`config.mk`:
```
export PLATFORM = sky130hd
export DESIGN_NAME = ssgt_port
export DESIGN_NICKNAME = d
export VERILOG_FILES = /design/src/inc/ssgt_pkg.sv /design/src/hdl/ssgt_port.sv /design/src/hdl/ssgt_queue.sv /design/src/hdl/ssgt_sync.sv
export SDC_FILE = /design/constraint.sdc
export NUM_CORES = 1
export LEC_CHECK = 0
export CORE_ASPECT_RATIO = 0.9
export CORE_MARGIN = 1.5
export CORE_UTILIZATION = 30
export CTS_BUF_LIST = sky130_fd_sc_hd__clkbuf_4
export CTS_CLUSTER_DIAMETER = 50
export DETAILED_ROUTE_END_ITERATION = 7
export DONT_BUFFER_PORTS = 1
export HOLD_SLACK_MARGIN = 0.1
export PLACE_DENSITY_LB_ADDON = 0.2
export SETUP_SLACK_MARGIN = 0.4
export SYNTH_ARGS = -nofsm -noshare
export SYNTH_HDL_FRONTEND = slang
export SYNTH_SLANG_ARGS = --single-unit
```
`constraint.sdc`:
```
create_clock -name REF_CLK_IN -period 11.4 [get_ports REF_CLK_IN]
set_input_delay 0.57 -clock REF_CLK_IN [delete_from_list [all_inputs] [get_ports REF_CLK_IN]]
set_output_delay 0.57 -clock REF_CLK_IN [all_outputs]
set_load 0.01 [all_outputs]
```
`src/inc/ssgt_pkg.sv`:
```
// constants, field layout and carrier types of the sync serial port
// Function
// - gated clock: every pulse moves one bit
// - internal gated clock idles whole word times
// - gated rx: last bit on last fall
// - rx flag: word-available, or queue above watermark
// - rx interrupt follows applicable rx flag
// - overrun when holding unread or queue full
// - gated tx pin keeps driving after word
// - tx flag: data-empty, or queue below watermark
// - tx interrupt follows applicable tx flag
// - network mode: frame sync starts each frame
// - two to thirty-two slots per frame
// - tx starts at frame after both enables
// - tx empty set each word, write clears
// - skip written tri-states slot, else load
// - nothing written: underrun, resend previous word
// - active slots shift on rise, inactive tri-state
// - tx disable after current word, pin released
// - rx starts at frame after both enables
// - sample on fall, word clock fills holding
// - word-available every slot, read clears it
// - unread word flags overrun at slot end
// - enables pick idle, rx, tx or both
`default_nettype none
package ssgt_pkg;
    localparam int DATA_W = 16;
    localparam int BCNT_W = 4;
    localparam int SLOT_W = 5;
    localparam int QDEPTH = 8;
    localparam int QLVL_W = 4;
    localparam int DIV_W = 8;
    localparam int PIN_W = 5;
    // register byte addresses
    localparam logic [7:0] OFF_CTRL = 8'h00;
    localparam logic [7:0] OFF_STAT = 8'h04;
    localparam logic [7:0] OFF_TXHOLD = 8'h08;
    localparam logic [7:0] OFF_TXSKIP = 8'h0C;
    localparam logic [7:0] OFF_RXHOLD = 8'h10;
    localparam logic [7:0] OFF_CFG = 8'h14;
    // port control word fields
    localparam int C_PORT = 0;
    localparam int C_TXEN = 1;
    localparam int C_RXEN = 2;
    localparam int C_GATED = 3;
    localparam int C_INTCLK = 4;
    localparam int C_TIE = 5;
    localparam int C_RIE = 6;
    localparam int C_TQEN = 7;
    localparam int C_RQEN = 8;
    localparam int C_SLOTS = 16;
    localparam int C_WL = 24;
    // configuration word fields
    localparam int F_TXWM = 0;
    localparam int F_RXWM = 8;
    localparam int F_DIV = 16;
    // port status word bits
    localparam int S_TDE = 0;
    localparam int S_TQLOW = 1;
    localparam int S_TUE = 2;
    localparam int S_TFS = 3;
    localparam int S_RDR = 4;
    localparam int S_RQHI = 5;
    localparam int S_ROE = 6;
    localparam int S_RFS = 7;
    localparam logic [31:0] CTRL_RST = 32'h0F01_0000;
    localparam logic [31:0] CFG_RST = 32'h0004_0404;
    localparam logic [SLOT_W-1:0] SLOT_MIN = 5'h01;
    localparam logic [BCNT_W-1:0] WL_MAX = 4'hF;

    typedef struct packed {
        logic tx_bclk;
        logic tx_fs;
        logic rx_bclk;
        logic rx_fs;
        logic rx_data;
    } ssgt_pin_in_t;

    typedef struct packed {
        logic tx_data;
        logic tx_data_oe;
        logic tx_bclk;
        logic tx_bclk_oe;
    } ssgt_pin_out_t;

    typedef struct packed {
        logic [31:0] ctrl;
        logic [31:0] cfg;
        logic [31:0] rdata;
        logic [DATA_W-1:0] tx_hold;
        logic [DATA_W-1:0] tx_sh;
        logic [DATA_W-1:0] rx_sh;
        logic [DATA_W-1:0] rx_hold;
        logic [BCNT_W-1:0] tx_bit;
        logic [BCNT_W-1:0] rx_bit;
        logic [BCNT_W-1:0] vbit;
        logic [SLOT_W-1:0] tx_slot;
        logic [SLOT_W-1:0] rx_slot;
        logic [DIV_W-1:0] div;
        logic tx_on;
        logic tx_oe;
        logic tx_wr;
        logic tx_skip;
        logic tx_data_empty_flag;
        logic tx_underrun_flag;
        logic tx_fs_pend;
        logic rx_on;
        logic rx_word_avail_flag;
        logic rx_overrun_flag;
        logic rx_fs_pend;
        logic ph;
        logic gate;
        logic bclk;
    } ssgt_state_t;
endpackage
`default_nettype wire

```
`src/hdl/ssgt_port.sv`:
```
// sync serial port: gated-clock and network slot transfer logic
`default_nettype none
`timescale 1ns/10ps
module ssgt_port #(
    parameter int QDEPTH_P = ssgt_pkg::QDEPTH
) (
    input wire logic REF_CLK_IN, // 50 MHz system clock
    input wire logic RST_IN, // sync reset, active high
    input wire ssgt_pkg::ssgt_pin_in_t PINS_IN, // serial pins in
    output var ssgt_pkg::ssgt_pin_out_t PINS_OUT, // serial pins out
    input wire logic [7:0] ADDR_IN, // register byte address
    input wire logic [31:0] WDATA_IN, // write data
    input wire logic WR_IN, // write strobe
    input wire logic RD_IN, // read strobe
    output var logic [31:0] RDATA_OUT, // read data, cycle after strobe
    output var logic TX_IRQ_OUT, // transmit interrupt, high active
    output var logic RX_IRQ_OUT // receive interrupt, high active
);
    import ssgt_pkg::*;

    ssgt_state_t s;
    ssgt_state_t n;

    // ------------------------------------------------------------
    // pin synchronisers
    // ------------------------------------------------------------
    logic [PIN_W-1:0] p_lvl;
    logic [PIN_W-1:0] p_rise;
    logic [PIN_W-1:0] p_fall;
    ssgt_pin_in_t lvl;
    ssgt_pin_in_t rise;
    ssgt_pin_in_t fall;

    ssgt_sync #(
        .W(PIN_W)
    ) u_sync (
        .clk_in(REF_CLK_IN),
        .rst_in(RST_IN),
        .din_in(PINS_IN),
        .lvl_out(p_lvl),
        .rise_out(p_rise),
        .fall_out(p_fall)
    );

    assign lvl = ssgt_pin_in_t'(p_lvl);
    assign rise = ssgt_pin_in_t'(p_rise);
    assign fall = ssgt_pin_in_t'(p_fall);

    // ------------------------------------------------------------
    // control decode
    // ------------------------------------------------------------
    logic port_en;
    logic tx_en;
    logic rx_en;
    logic gated;
    logic use_int;
    logic tqen;
    logic rqen;
    logic [BCNT_W-1:0] wl;
    logic [SLOT_W-1:0] slot_fld;
    logic [SLOT_W-1:0] last_slot;
    logic [QLVL_W-1:0] twm;
    logic [QLVL_W-1:0] rwm;
    logic [DIV_W-1:0] divv;

    assign port_en = s.ctrl[C_PORT];
    assign tx_en = s.ctrl[C_TXEN];
    assign rx_en = s.ctrl[C_RXEN];
    assign gated = s.ctrl[C_GATED];
    assign use_int = gated && s.ctrl[C_INTCLK];
    assign tqen = s.ctrl[C_TQEN];
    assign rqen = s.ctrl[C_RQEN];
    assign wl = s.ctrl[C_WL +: BCNT_W];
    assign slot_fld = s.ctrl[C_SLOTS +: SLOT_W];
    assign last_slot = (slot_fld < SLOT_MIN) ? SLOT_MIN : slot_fld;
    assign twm = s.cfg[F_TXWM +: QLVL_W];
    assign rwm = s.cfg[F_RXWM +: QLVL_W];
    assign divv = s.cfg[F_DIV +: DIV_W];

    // ------------------------------------------------------------
    // register strobes
    // ------------------------------------------------------------
    logic wr_ctrl;
    logic wr_stat;
    logic wr_hold;
    logic wr_skip;
    logic wr_cfg;
    logic rd_rx;

    assign wr_ctrl = WR_IN && ADDR_IN == OFF_CTRL;
    assign wr_stat = WR_IN && ADDR_IN == OFF_STAT;
    assign wr_hold = WR_IN && ADDR_IN == OFF_TXHOLD;
    assign wr_skip = WR_IN && ADDR_IN == OFF_TXSKIP;
    assign wr_cfg = WR_IN && ADDR_IN == OFF_CFG;
    assign rd_rx = RD_IN && ADDR_IN == OFF_RXHOLD;

    // ------------------------------------------------------------
    // queues
    // ------------------------------------------------------------
    logic tq_pop;
    logic tq_full;
    logic tq_empty;
    logic [DATA_W-1:0] tq_dout;
    logic [QLVL_W-1:0] tq_lvl;
    logic rq_push;
    logic rq_full;
    logic rq_empty;
    logic [DATA_W-1:0] rq_dout;
    logic [QLVL_W-1:0] rq_lvl;
    logic [DATA_W-1:0] rx_word;

    ssgt_queue #(
        .W(DATA_W),
        .DEPTH(QDEPTH_P),
        .LW(QLVL_W)
    ) u_txq (
        .clk_in(REF_CLK_IN),
        .rst_in(RST_IN),
        .flush_in(!tqen),
        .push_in(wr_hold && tqen),
        .pop_in(tq_pop),
        .din_in(WDATA_IN[DATA_W-1:0]),
        .dout_out(tq_dout),
        .level_out(tq_lvl),
        .full_out(tq_full),
        .empty_out(tq_empty)
    );

    ssgt_queue #(
        .W(DATA_W),
        .DEPTH(QDEPTH_P),
        .LW(QLVL_W)
    ) u_rxq (
        .clk_in(REF_CLK_IN),
        .rst_in(RST_IN),
        .flush_in(!rqen),
        .push_in(rq_push),
        .pop_in(rd_rx && rqen),
        .din_in(rx_word),
        .dout_out(rq_dout),
        .level_out(rq_lvl),
        .full_out(rq_full),
        .empty_out(rq_empty)
    );

    // ------------------------------------------------------------
    // bit clock events
    // ------------------------------------------------------------
    logic int_tick;
    logic vbound;
    logic pending;
    logic gate_nx;
    logic t_rise;
    logic t_fall;
    logic r_fall;

    // the word timer runs even while gated off, so gaps are whole words
    assign int_tick = use_int && s.div == divv;
    assign vbound = int_tick && !s.ph && s.vbit == '0;
    assign pending = port_en && tx_en && (tqen ? !tq_empty : s.tx_wr);
    assign gate_nx = vbound ? pending : s.gate;
    assign t_rise = use_int ? (int_tick && !s.ph && gate_nx) : rise.tx_bclk;
    assign t_fall = use_int ? (int_tick && s.ph && s.gate) : fall.tx_bclk;
    assign r_fall = gated ? t_fall : fall.rx_bclk;

    // ------------------------------------------------------------
    // word and frame boundaries
    // ------------------------------------------------------------
    logic t_frame;
    logic [BCNT_W-1:0] t_idx;
    logic t_bound;
    logic t_on;
    logic t_run;
    logic tx_load;
    logic [DATA_W-1:0] ld_word;
    logic r_frame;
    logic [BCNT_W-1:0] r_idx;
    logic r_on;
    logic r_wclk;
    logic [DATA_W-1:0] rx_mask;
    logic [DATA_W-1:0] rx_shn;

    assign t_frame = t_rise && s.tx_fs_pend && !gated;
    assign t_idx = t_frame ? '0 : s.tx_bit;
    assign t_bound = t_rise && t_idx == '0;
    assign t_on = port_en && (gated || s.tx_on || (t_frame && tx_en));
    assign t_run = t_bound && t_on && tx_en;
    assign tx_load = t_run && (gated || !s.tx_skip);
    assign tq_pop = tx_load && tqen;
    assign ld_word = (tqen && !tq_empty) ? tq_dout : s.tx_hold;

    assign r_frame = r_fall && s.rx_fs_pend && !gated;
    assign r_idx = r_frame ? '0 : s.rx_bit;
    assign r_on = port_en && (gated || s.rx_on || (r_frame && rx_en));
    assign r_wclk = r_fall && r_on && rx_en && r_idx == wl;
    assign rx_mask = {DATA_W{1'b1}} >> (WL_MAX - wl);
    assign rx_shn = {s.rx_sh[DATA_W-2:0], lvl.rx_data};
    assign rx_word = rx_shn & rx_mask;
    assign rq_push = r_wclk && rqen;

    // ------------------------------------------------------------
    // status and read data
    // ------------------------------------------------------------
    logic tq_low;
    logic rq_high;
    logic [31:0] stat;

    assign tq_low = tqen && tq_lvl < twm;
    assign rq_high = rqen && rq_lvl > rwm;

    always_comb begin
        stat = '0;
        stat[S_TDE] = s.tx_data_empty_flag;
        stat[S_TQLOW] = tq_low;
        stat[S_TUE] = s.tx_underrun_flag;
        stat[S_TFS] = s.tx_on && s.tx_slot == '0;
        stat[S_RDR] = s.rx_word_avail_flag;
        stat[S_RQHI] = rq_high;
        stat[S_ROE] = s.rx_overrun_flag;
        stat[S_RFS] = s.rx_on && s.rx_slot == '0;
    end

    // ------------------------------------------------------------
    // next state
    // ------------------------------------------------------------
    always_comb begin
        n = s;
        if (wr_ctrl) begin
            n.ctrl = WDATA_IN;
        end
        if (wr_cfg) begin
            n.cfg = WDATA_IN;
        end
        // software clears first so any hardware set below wins
        // write clears empty
        if (wr_hold || wr_skip) begin
            n.tx_data_empty_flag = 1'b0;
        end
        if (wr_stat && WDATA_IN[S_TUE]) begin
            n.tx_underrun_flag = 1'b0;
        end
        if (wr_stat && WDATA_IN[S_ROE]) begin
            n.rx_overrun_flag = 1'b0;
        end
        if (rd_rx) begin
            n.rx_word_avail_flag = 1'b0;
        end

        n.rdata = '0;
        if (RD_IN) begin
            case (ADDR_IN)
                OFF_CTRL: n.rdata = s.ctrl;
                OFF_STAT: n.rdata = stat;
                OFF_CFG: n.rdata = s.cfg;
                OFF_RXHOLD: n.rdata = 32'(rqen ? rq_dout : s.rx_hold);
                default: n.rdata = '0;
            endcase
        end

        // internal gated bit clock
        if (use_int) begin
            n.div = int_tick ? '0 : s.div + 1'b1;
            n.gate = gate_nx;
            if (int_tick) begin
                n.ph = !s.ph;
            end
            if (int_tick && !s.ph) begin
                n.vbit = (s.vbit == wl) ? '0 : s.vbit + 1'b1;
            end
        end else begin
            n.div = '0;
            n.gate = 1'b0;
            n.ph = 1'b0;
            n.vbit = '0;
        end
        n.bclk = n.ph && n.gate;

        // transmit path
        n.tx_fs_pend = rise.tx_fs || (s.tx_fs_pend && !t_rise);
        if (!port_en) begin
            n.tx_on = 1'b0;
            n.tx_oe = 1'b0;
            n.tx_bit = '0;
            n.tx_slot = '0;
        end else if (t_rise) begin
            n.tx_on = t_on && !gated;
            n.tx_bit = (t_idx == wl) ? '0 : t_idx + 1'b1;
            if (t_bound) begin
                if (t_frame || s.tx_slot == last_slot) begin
                    n.tx_slot = '0;
                end else begin
                    n.tx_slot = s.tx_slot + 1'b1;
                end
                n.tx_oe = tx_load;
                // a stopped transmitter keeps writes made meanwhile
                if (t_run) begin
                    n.tx_data_empty_flag = 1'b1;
                    n.tx_wr = 1'b0;
                    n.tx_skip = 1'b0;
                end
                if (t_run && !gated && !s.tx_skip
                    && (tqen ? tq_empty : !s.tx_wr)) begin
                    n.tx_underrun_flag = 1'b1;
                end
                if (tx_load) begin
                    n.tx_hold = ld_word;
                    n.tx_sh = ld_word << (WL_MAX - wl);
                end
            end else begin
                n.tx_sh = s.tx_sh << 1;
            end
        end
        // a write in the boundary cycle counts for the next slot
        if (wr_hold) begin
            n.tx_wr = 1'b1;
        end
        if (wr_hold && !tqen) begin
            n.tx_hold = WDATA_IN[DATA_W-1:0];
        end
        if (wr_skip) begin
            n.tx_skip = 1'b1;
        end

        // receive path
        n.rx_fs_pend = rise.rx_fs || (s.rx_fs_pend && !r_fall);
        if (!port_en) begin
            n.rx_on = 1'b0;
            n.rx_bit = '0;
            n.rx_slot = '0;
        end else if (r_fall) begin
            n.rx_on = r_on && !gated;
            n.rx_sh = rx_shn;
            n.rx_bit = (r_idx == wl) ? '0 : r_idx + 1'b1;
            if (r_frame) begin
                n.rx_slot = '0;
            end else if (r_idx == wl) begin
                n.rx_slot = (s.rx_slot == last_slot) ? '0 : s.rx_slot + 1'b1;
            end
            if (r_wclk && !rqen) begin
                n.rx_hold = rx_word;
                n.rx_word_avail_flag = 1'b1;
                if (s.rx_word_avail_flag && !rd_rx) begin
                    n.rx_overrun_flag = 1'b1;
                end
            end
            if (r_wclk && rqen && rq_full && !rd_rx) begin
                n.rx_overrun_flag = 1'b1;
            end
        end
    end

    always_ff @(posedge REF_CLK_IN) begin
        if (RST_IN) begin
            s <= '0;
            s.ctrl <= CTRL_RST;
            s.cfg <= CFG_RST;
        end else begin
            s <= n;
        end
    end

    // ------------------------------------------------------------
    // outputs
    // ------------------------------------------------------------
    assign PINS_OUT = {s.tx_sh[DATA_W-1], s.tx_oe, s.bclk, use_int};
    assign RDATA_OUT = s.rdata;
    assign TX_IRQ_OUT = s.ctrl[C_TIE] && (tqen ? tq_low : s.tx_data_empty_flag);
    assign RX_IRQ_OUT = s.ctrl[C_RIE] && (rqen ? rq_high : s.rx_word_avail_flag);
endmodule // ssgt_port
`default_nettype wire

```
`src/hdl/ssgt_queue.sv`:
```
// small word queue with level count for the tx and rx paths
`default_nettype none
`timescale 1ns/10ps
module ssgt_queue #(
    parameter int W = 16,
    parameter int DEPTH = 8,
    parameter int LW = 4
) (
    input wire logic clk_in, // system clock
    input wire logic rst_in, // sync reset, active high
    input wire logic flush_in, // empty the queue
    input wire logic push_in, // write din, dropped when full
    input wire logic pop_in, // drop head, ignored when empty
    input wire logic [W-1:0] din_in, // word to store
    output logic [W-1:0] dout_out, // head word
    output logic [LW-1:0] level_out, // words held
    output logic full_out, // no room left
    output logic empty_out // nothing held
);
    // pointers wrap by overflow, so DEPTH must be a power of two
    localparam int AW = $clog2(DEPTH);

    typedef struct packed {
        logic [DEPTH-1:0][W-1:0] mem;
        logic [AW-1:0] wp;
        logic [AW-1:0] rp;
        logic [LW-1:0] lvl;
    } ssgt_q_st_t;

    ssgt_q_st_t s;
    ssgt_q_st_t n;
    logic do_push;
    logic do_pop;

    assign full_out = s.lvl == LW'(DEPTH);
    assign empty_out = s.lvl == '0;
    assign do_push = push_in && !full_out;
    assign do_pop = pop_in && !empty_out;

    always_comb begin
        n = s;
        if (do_push) begin
            n.mem[s.wp] = din_in;
            n.wp = s.wp + 1'b1;
        end
        if (do_pop) begin
            n.rp = s.rp + 1'b1;
        end
        case ({do_push, do_pop})
            2'b10: n.lvl = s.lvl + 1'b1;
            2'b01: n.lvl = s.lvl - 1'b1;
            default: n.lvl = s.lvl;
        endcase
        if (flush_in) begin
            n.wp = '0;
            n.rp = '0;
            n.lvl = '0;
        end
    end

    always_ff @(posedge clk_in) begin
        if (rst_in) begin
            s <= '0;
        end else begin
            s <= n;
        end
    end

    assign dout_out = s.mem[s.rp];
    assign level_out = s.lvl;
endmodule // ssgt_queue
`default_nettype wire

```
`src/hdl/ssgt_sync.sv`:
```
// two-flop synchroniser with edge pulses for the port pins
`default_nettype none
`timescale 1ns/10ps
module ssgt_sync #(
    parameter int W = 5
) (
    input wire logic clk_in, // system clock
    input wire logic rst_in, // sync reset, active high
    input wire logic [W-1:0] din_in, // asynchronous pin levels
    output logic [W-1:0] lvl_out, // synchronised levels
    output logic [W-1:0] rise_out, // one-cycle rising pulse
    output logic [W-1:0] fall_out // one-cycle falling pulse
);
    typedef struct packed {
        logic [W-1:0] s1;
        logic [W-1:0] s2;
        logic [W-1:0] s3;
    } ssgt_sync_st_t;

    ssgt_sync_st_t s;
    ssgt_sync_st_t n;

    // s1 feeds only s2; edges look at s2 and s3
    always_comb begin
        n.s1 = din_in;
        n.s2 = s.s1;
        n.s3 = s.s2;
    end

    always_ff @(posedge clk_in) begin
        if (rst_in) begin
            s <= '0;
        end else begin
            s <= n;
        end
    end

    assign lvl_out = s.s2;
    assign rise_out = s.s2 & ~s.s3;
    assign fall_out = ~s.s2 & s.s3;
endmodule // ssgt_sync
`default_nettype wire

```
==> run summary <==
maxcap violations -> 0
Yosys top cell area share -> 43.2%
Int Power -> 2.58 mW
Pre-Repair DR Iteration Count -> 5
most common cell in the synthesized netlist -> dfxtp_1
HP Start -> ADDR_IN[2]
initial core utilization -> 30.5%
die area -> 77800 um^2
Inserted Clock Buffers -> 141
static leakage power -> 8.92 nW
Core Area -> 75000 um^2
Worst-Skew Late Latency -> 0.97 ns
Tightest Pin Transition -> 1.29 ns
width of the die -> 294 um
I/O Pins -> 87
worst hold stages -> 4
Die Span Y -> 265 um
final WL -> 70.9 mm
IR drop worst, VDD -> 67.1 uV
nets@finish -> 2615
R2R cell count -> 15
largest net degree at the start of global routing -> 392
Mapped Area -> 22800 um^2
syn nets -> 2613
dpl hpwl -> 45.5 mm
Comb pwr share -> 2.2%
DR top layer -> met4
element type at the critical path end -> register
Setup CP Type -> reg2reg
Met2 Wirelength -> 32.1 mm
FF-to-FF End -> u_txq.level_out[2]
post-synth top area cell -> dfxtp_1
data required time of the worst path -> 12.30 ns
first-pass GRT wire length -> 109 mm
root buffer cell -> clkbuf_4
Setup-failing EPs final -> 0
clk sink count -> 493
PwrDens -> 133 nW/um^2
Syn-to-layout area delta -> 12.2%
sequential share of power -> 50.7%
largest cells by area after synthesis -> dfxtp_1 (43%), mux2i_1 (12%), nor2_1 (6.0%)
initial antenna violation count -> 4
Post-synth top cells -> dfxtp_1 (493), nor2_1 (365), nand2_1 (355), mux2i_1 (282), a21oi_1 (211)
met1 wire length -> 32.2 mm
Net Switching -> 0.832 mW
status -> finished, final reports clean
Worst slew margin -> 14.0%
Slew Viols, Final -> 0
unrepaired setup endpoints after global routing -> no
Overflow after GRT -> 0
fraction of registers with async set/reset -> 0%
synth unique cells -> 82
Max Freq -> 0.184 GHz
startpoint types -> register
Sw Ratio -> 24.4%
number of routed nets with antenna violations -> 0
fin crit period -> 5.45 ns
hold endpoint -> RDATA_OUT[3]
min-delay worst type -> in2reg
DR iter-0 viols -> 1534
Synth Register Bits -> 493
crit share post-route -> 47.8%
syn_area_per_cell -> 9.02 um^2
Core Rows -> 95
Final Skew -> 0.0591 ns
ys flop type -> dfxtp_1
TNS Setup -> 0 ns
vias post-DR -> 18600
layout cells sized above 1 -> 13.8%
setup ws final -> 5.95 ns
Placement Setup Slack -> 5.94 ns
# DRC -> 0
Routability Congestion -> 0.862
PostCTS Resize Cnt -> 0
Final Hold Vio Count -> 0
DR WL/cell -> 19.4 um
Ys Warns -> 0
EDFF count, synth -> 0
Clock power frac -> 47.1%
r2r startpoint -> gated
Met3 Wirelength -> 4.64 mm
GRT Overall Usage -> 18.2%
reg-to-reg setup timing slack -> 5.95 ns
IO Port Bufs -> 0
DR vias/cell -> 5.08
Clk pin slew, worst setup/hold paths -> 0.06 ns
post-synthesis sequential area ratio -> 43.2%
maximum buffer depth of the clock tree -> 3
CP arrival -> 6.35 ns
H-tree Lvls -> 4
number of global-route vias before repair -> 18400
post-synthesis cell count -> 2534
TritonCTS clock tree -> built
crit-path max FO -> 13
-- cell type report --
type                    count  area (um^2)
fillers                  7764        49400
multi-input cells        1770        11800
flip-flops and latches    493         9870
clock buffers             201         1510
well taps                1018         1270
repair buffers             93          866
clock inverters            35          215
inverters                  37          139
diodes                      5         12.5
-- cells in the final DEF, fill, tap and decap left out, types with 12 or more instances in the layout --
master         count
nand3_1           18
dfxtp_1          491
nor2b_1           31
a211oi_1          12
a31oi_1           14
a221oi_1          13
a21oi_1          211
nand2_1          355
clkinv_1          22
and2_1            16
xnor2_1           28
dlygate4sd3_1     51
and3_1            13
mux2_2            16
buf_4             40
mux4_2            52
xor2_1            24
inv_1             33
o21ai_0           33
nor2_1           364
clkbuf_4         201
a22oi_1           42
nor3_1            37
ha_1              29
mux2i_1          282
-- routing by layer --
metal	global-route usage, %	vias up
li1	-	8835
met1	23.7	9022
met2	28.5	577
met3	4.85	124
met4	6.92	0
met5	0	-
-- per-stage QoR --
stage                     hold slack [ns]  total power, mW  util [%]  instance area, um^2  std cells
after floorplan                     0.414             1.80         -                22800       2534
after global placement              0.426             1.78      31.1                23300       3358
after detailed placement            0.430             1.78      31.1                23300       3358
after CTS                           0.108             3.47      34.1                25600       3645
after global routing                0.129             3.57      34.2                25600       3652
final                               0.204             3.41      34.2                25600       3652
-- critical path, cell delays in order, from the launching register on --
cell and delay [ns]:
dfxtp_1 0.60, nand2_1 0.25, nor4_1 0.59, ha_1 0.45, nand4bb_1 0.19, a211o_1 0.28, a21oi_1 0.48, o211ai_1 0.46
nor3_1 0.73, ha_1 0.39, xor2_1 0.18, ha_1 0.16, a21oi_1 0.05, xor2_1 0.18, or3_1 0.31, a21oi_1 0.13
-- flip-flops by register name, indices dropped and copies added (netlist names), 5 cells and up --
register	count
s	137
u_rxq.s	134
u_sync.lvl_out	5
u_txq.s	134
u_sync.n	5
rx_shn	15
RDATA_OUT	32
divv	8
-- logic make-up (layout without fill, tap and decap cells) --
family          after synthesis  count (layout)  share of synthesized area [%]
compound gates              422             422                           11.6
xor+xnor                     52              52                           1.99
fa+ha+maj                    30              30                           1.68
buf+inv                     271             366                           5.62
flops                       493             493                           43.2
mux                         350             350                           18.3
other cells                   0               5                              0
simple gates                916             916                           17.6
-- power by group through the flow --
stage	combinational, mW	sequential (mW)	clock (mW)
CTS	0.0741	1.73	1.67
finish	0.0759	1.73	1.61
global route	0.0801	1.73	1.76
global placement	0.0186	1.77	0
floorplan	0.0396	1.76	0
detailed placement	0.0187	1.77	0
-- what timing repair did --
item	4_1_cts	5_1_grt
buffers inserted	0	0
hold buffers	51	1
hold endpoints to repair	437	3
-- worst max path at each step --
stage                     slack (ns)            endpoint   from  depth (start not counted)
after detailed placement        5.94  u_txq.level_out[2]  gated                         15
after CTS                       6.00  u_txq.level_out[2]  gated                         15
after global routing            5.63  u_txq.level_out[2]  gated                         15
after floorplan                 7.17  u_txq.level_out[2]  gated                         17
after global placement          6.11  u_txq.level_out[2]  gated                         15
final                           5.95  u_txq.level_out[2]  gated                         15
Power figures use the tool's default switching activity.
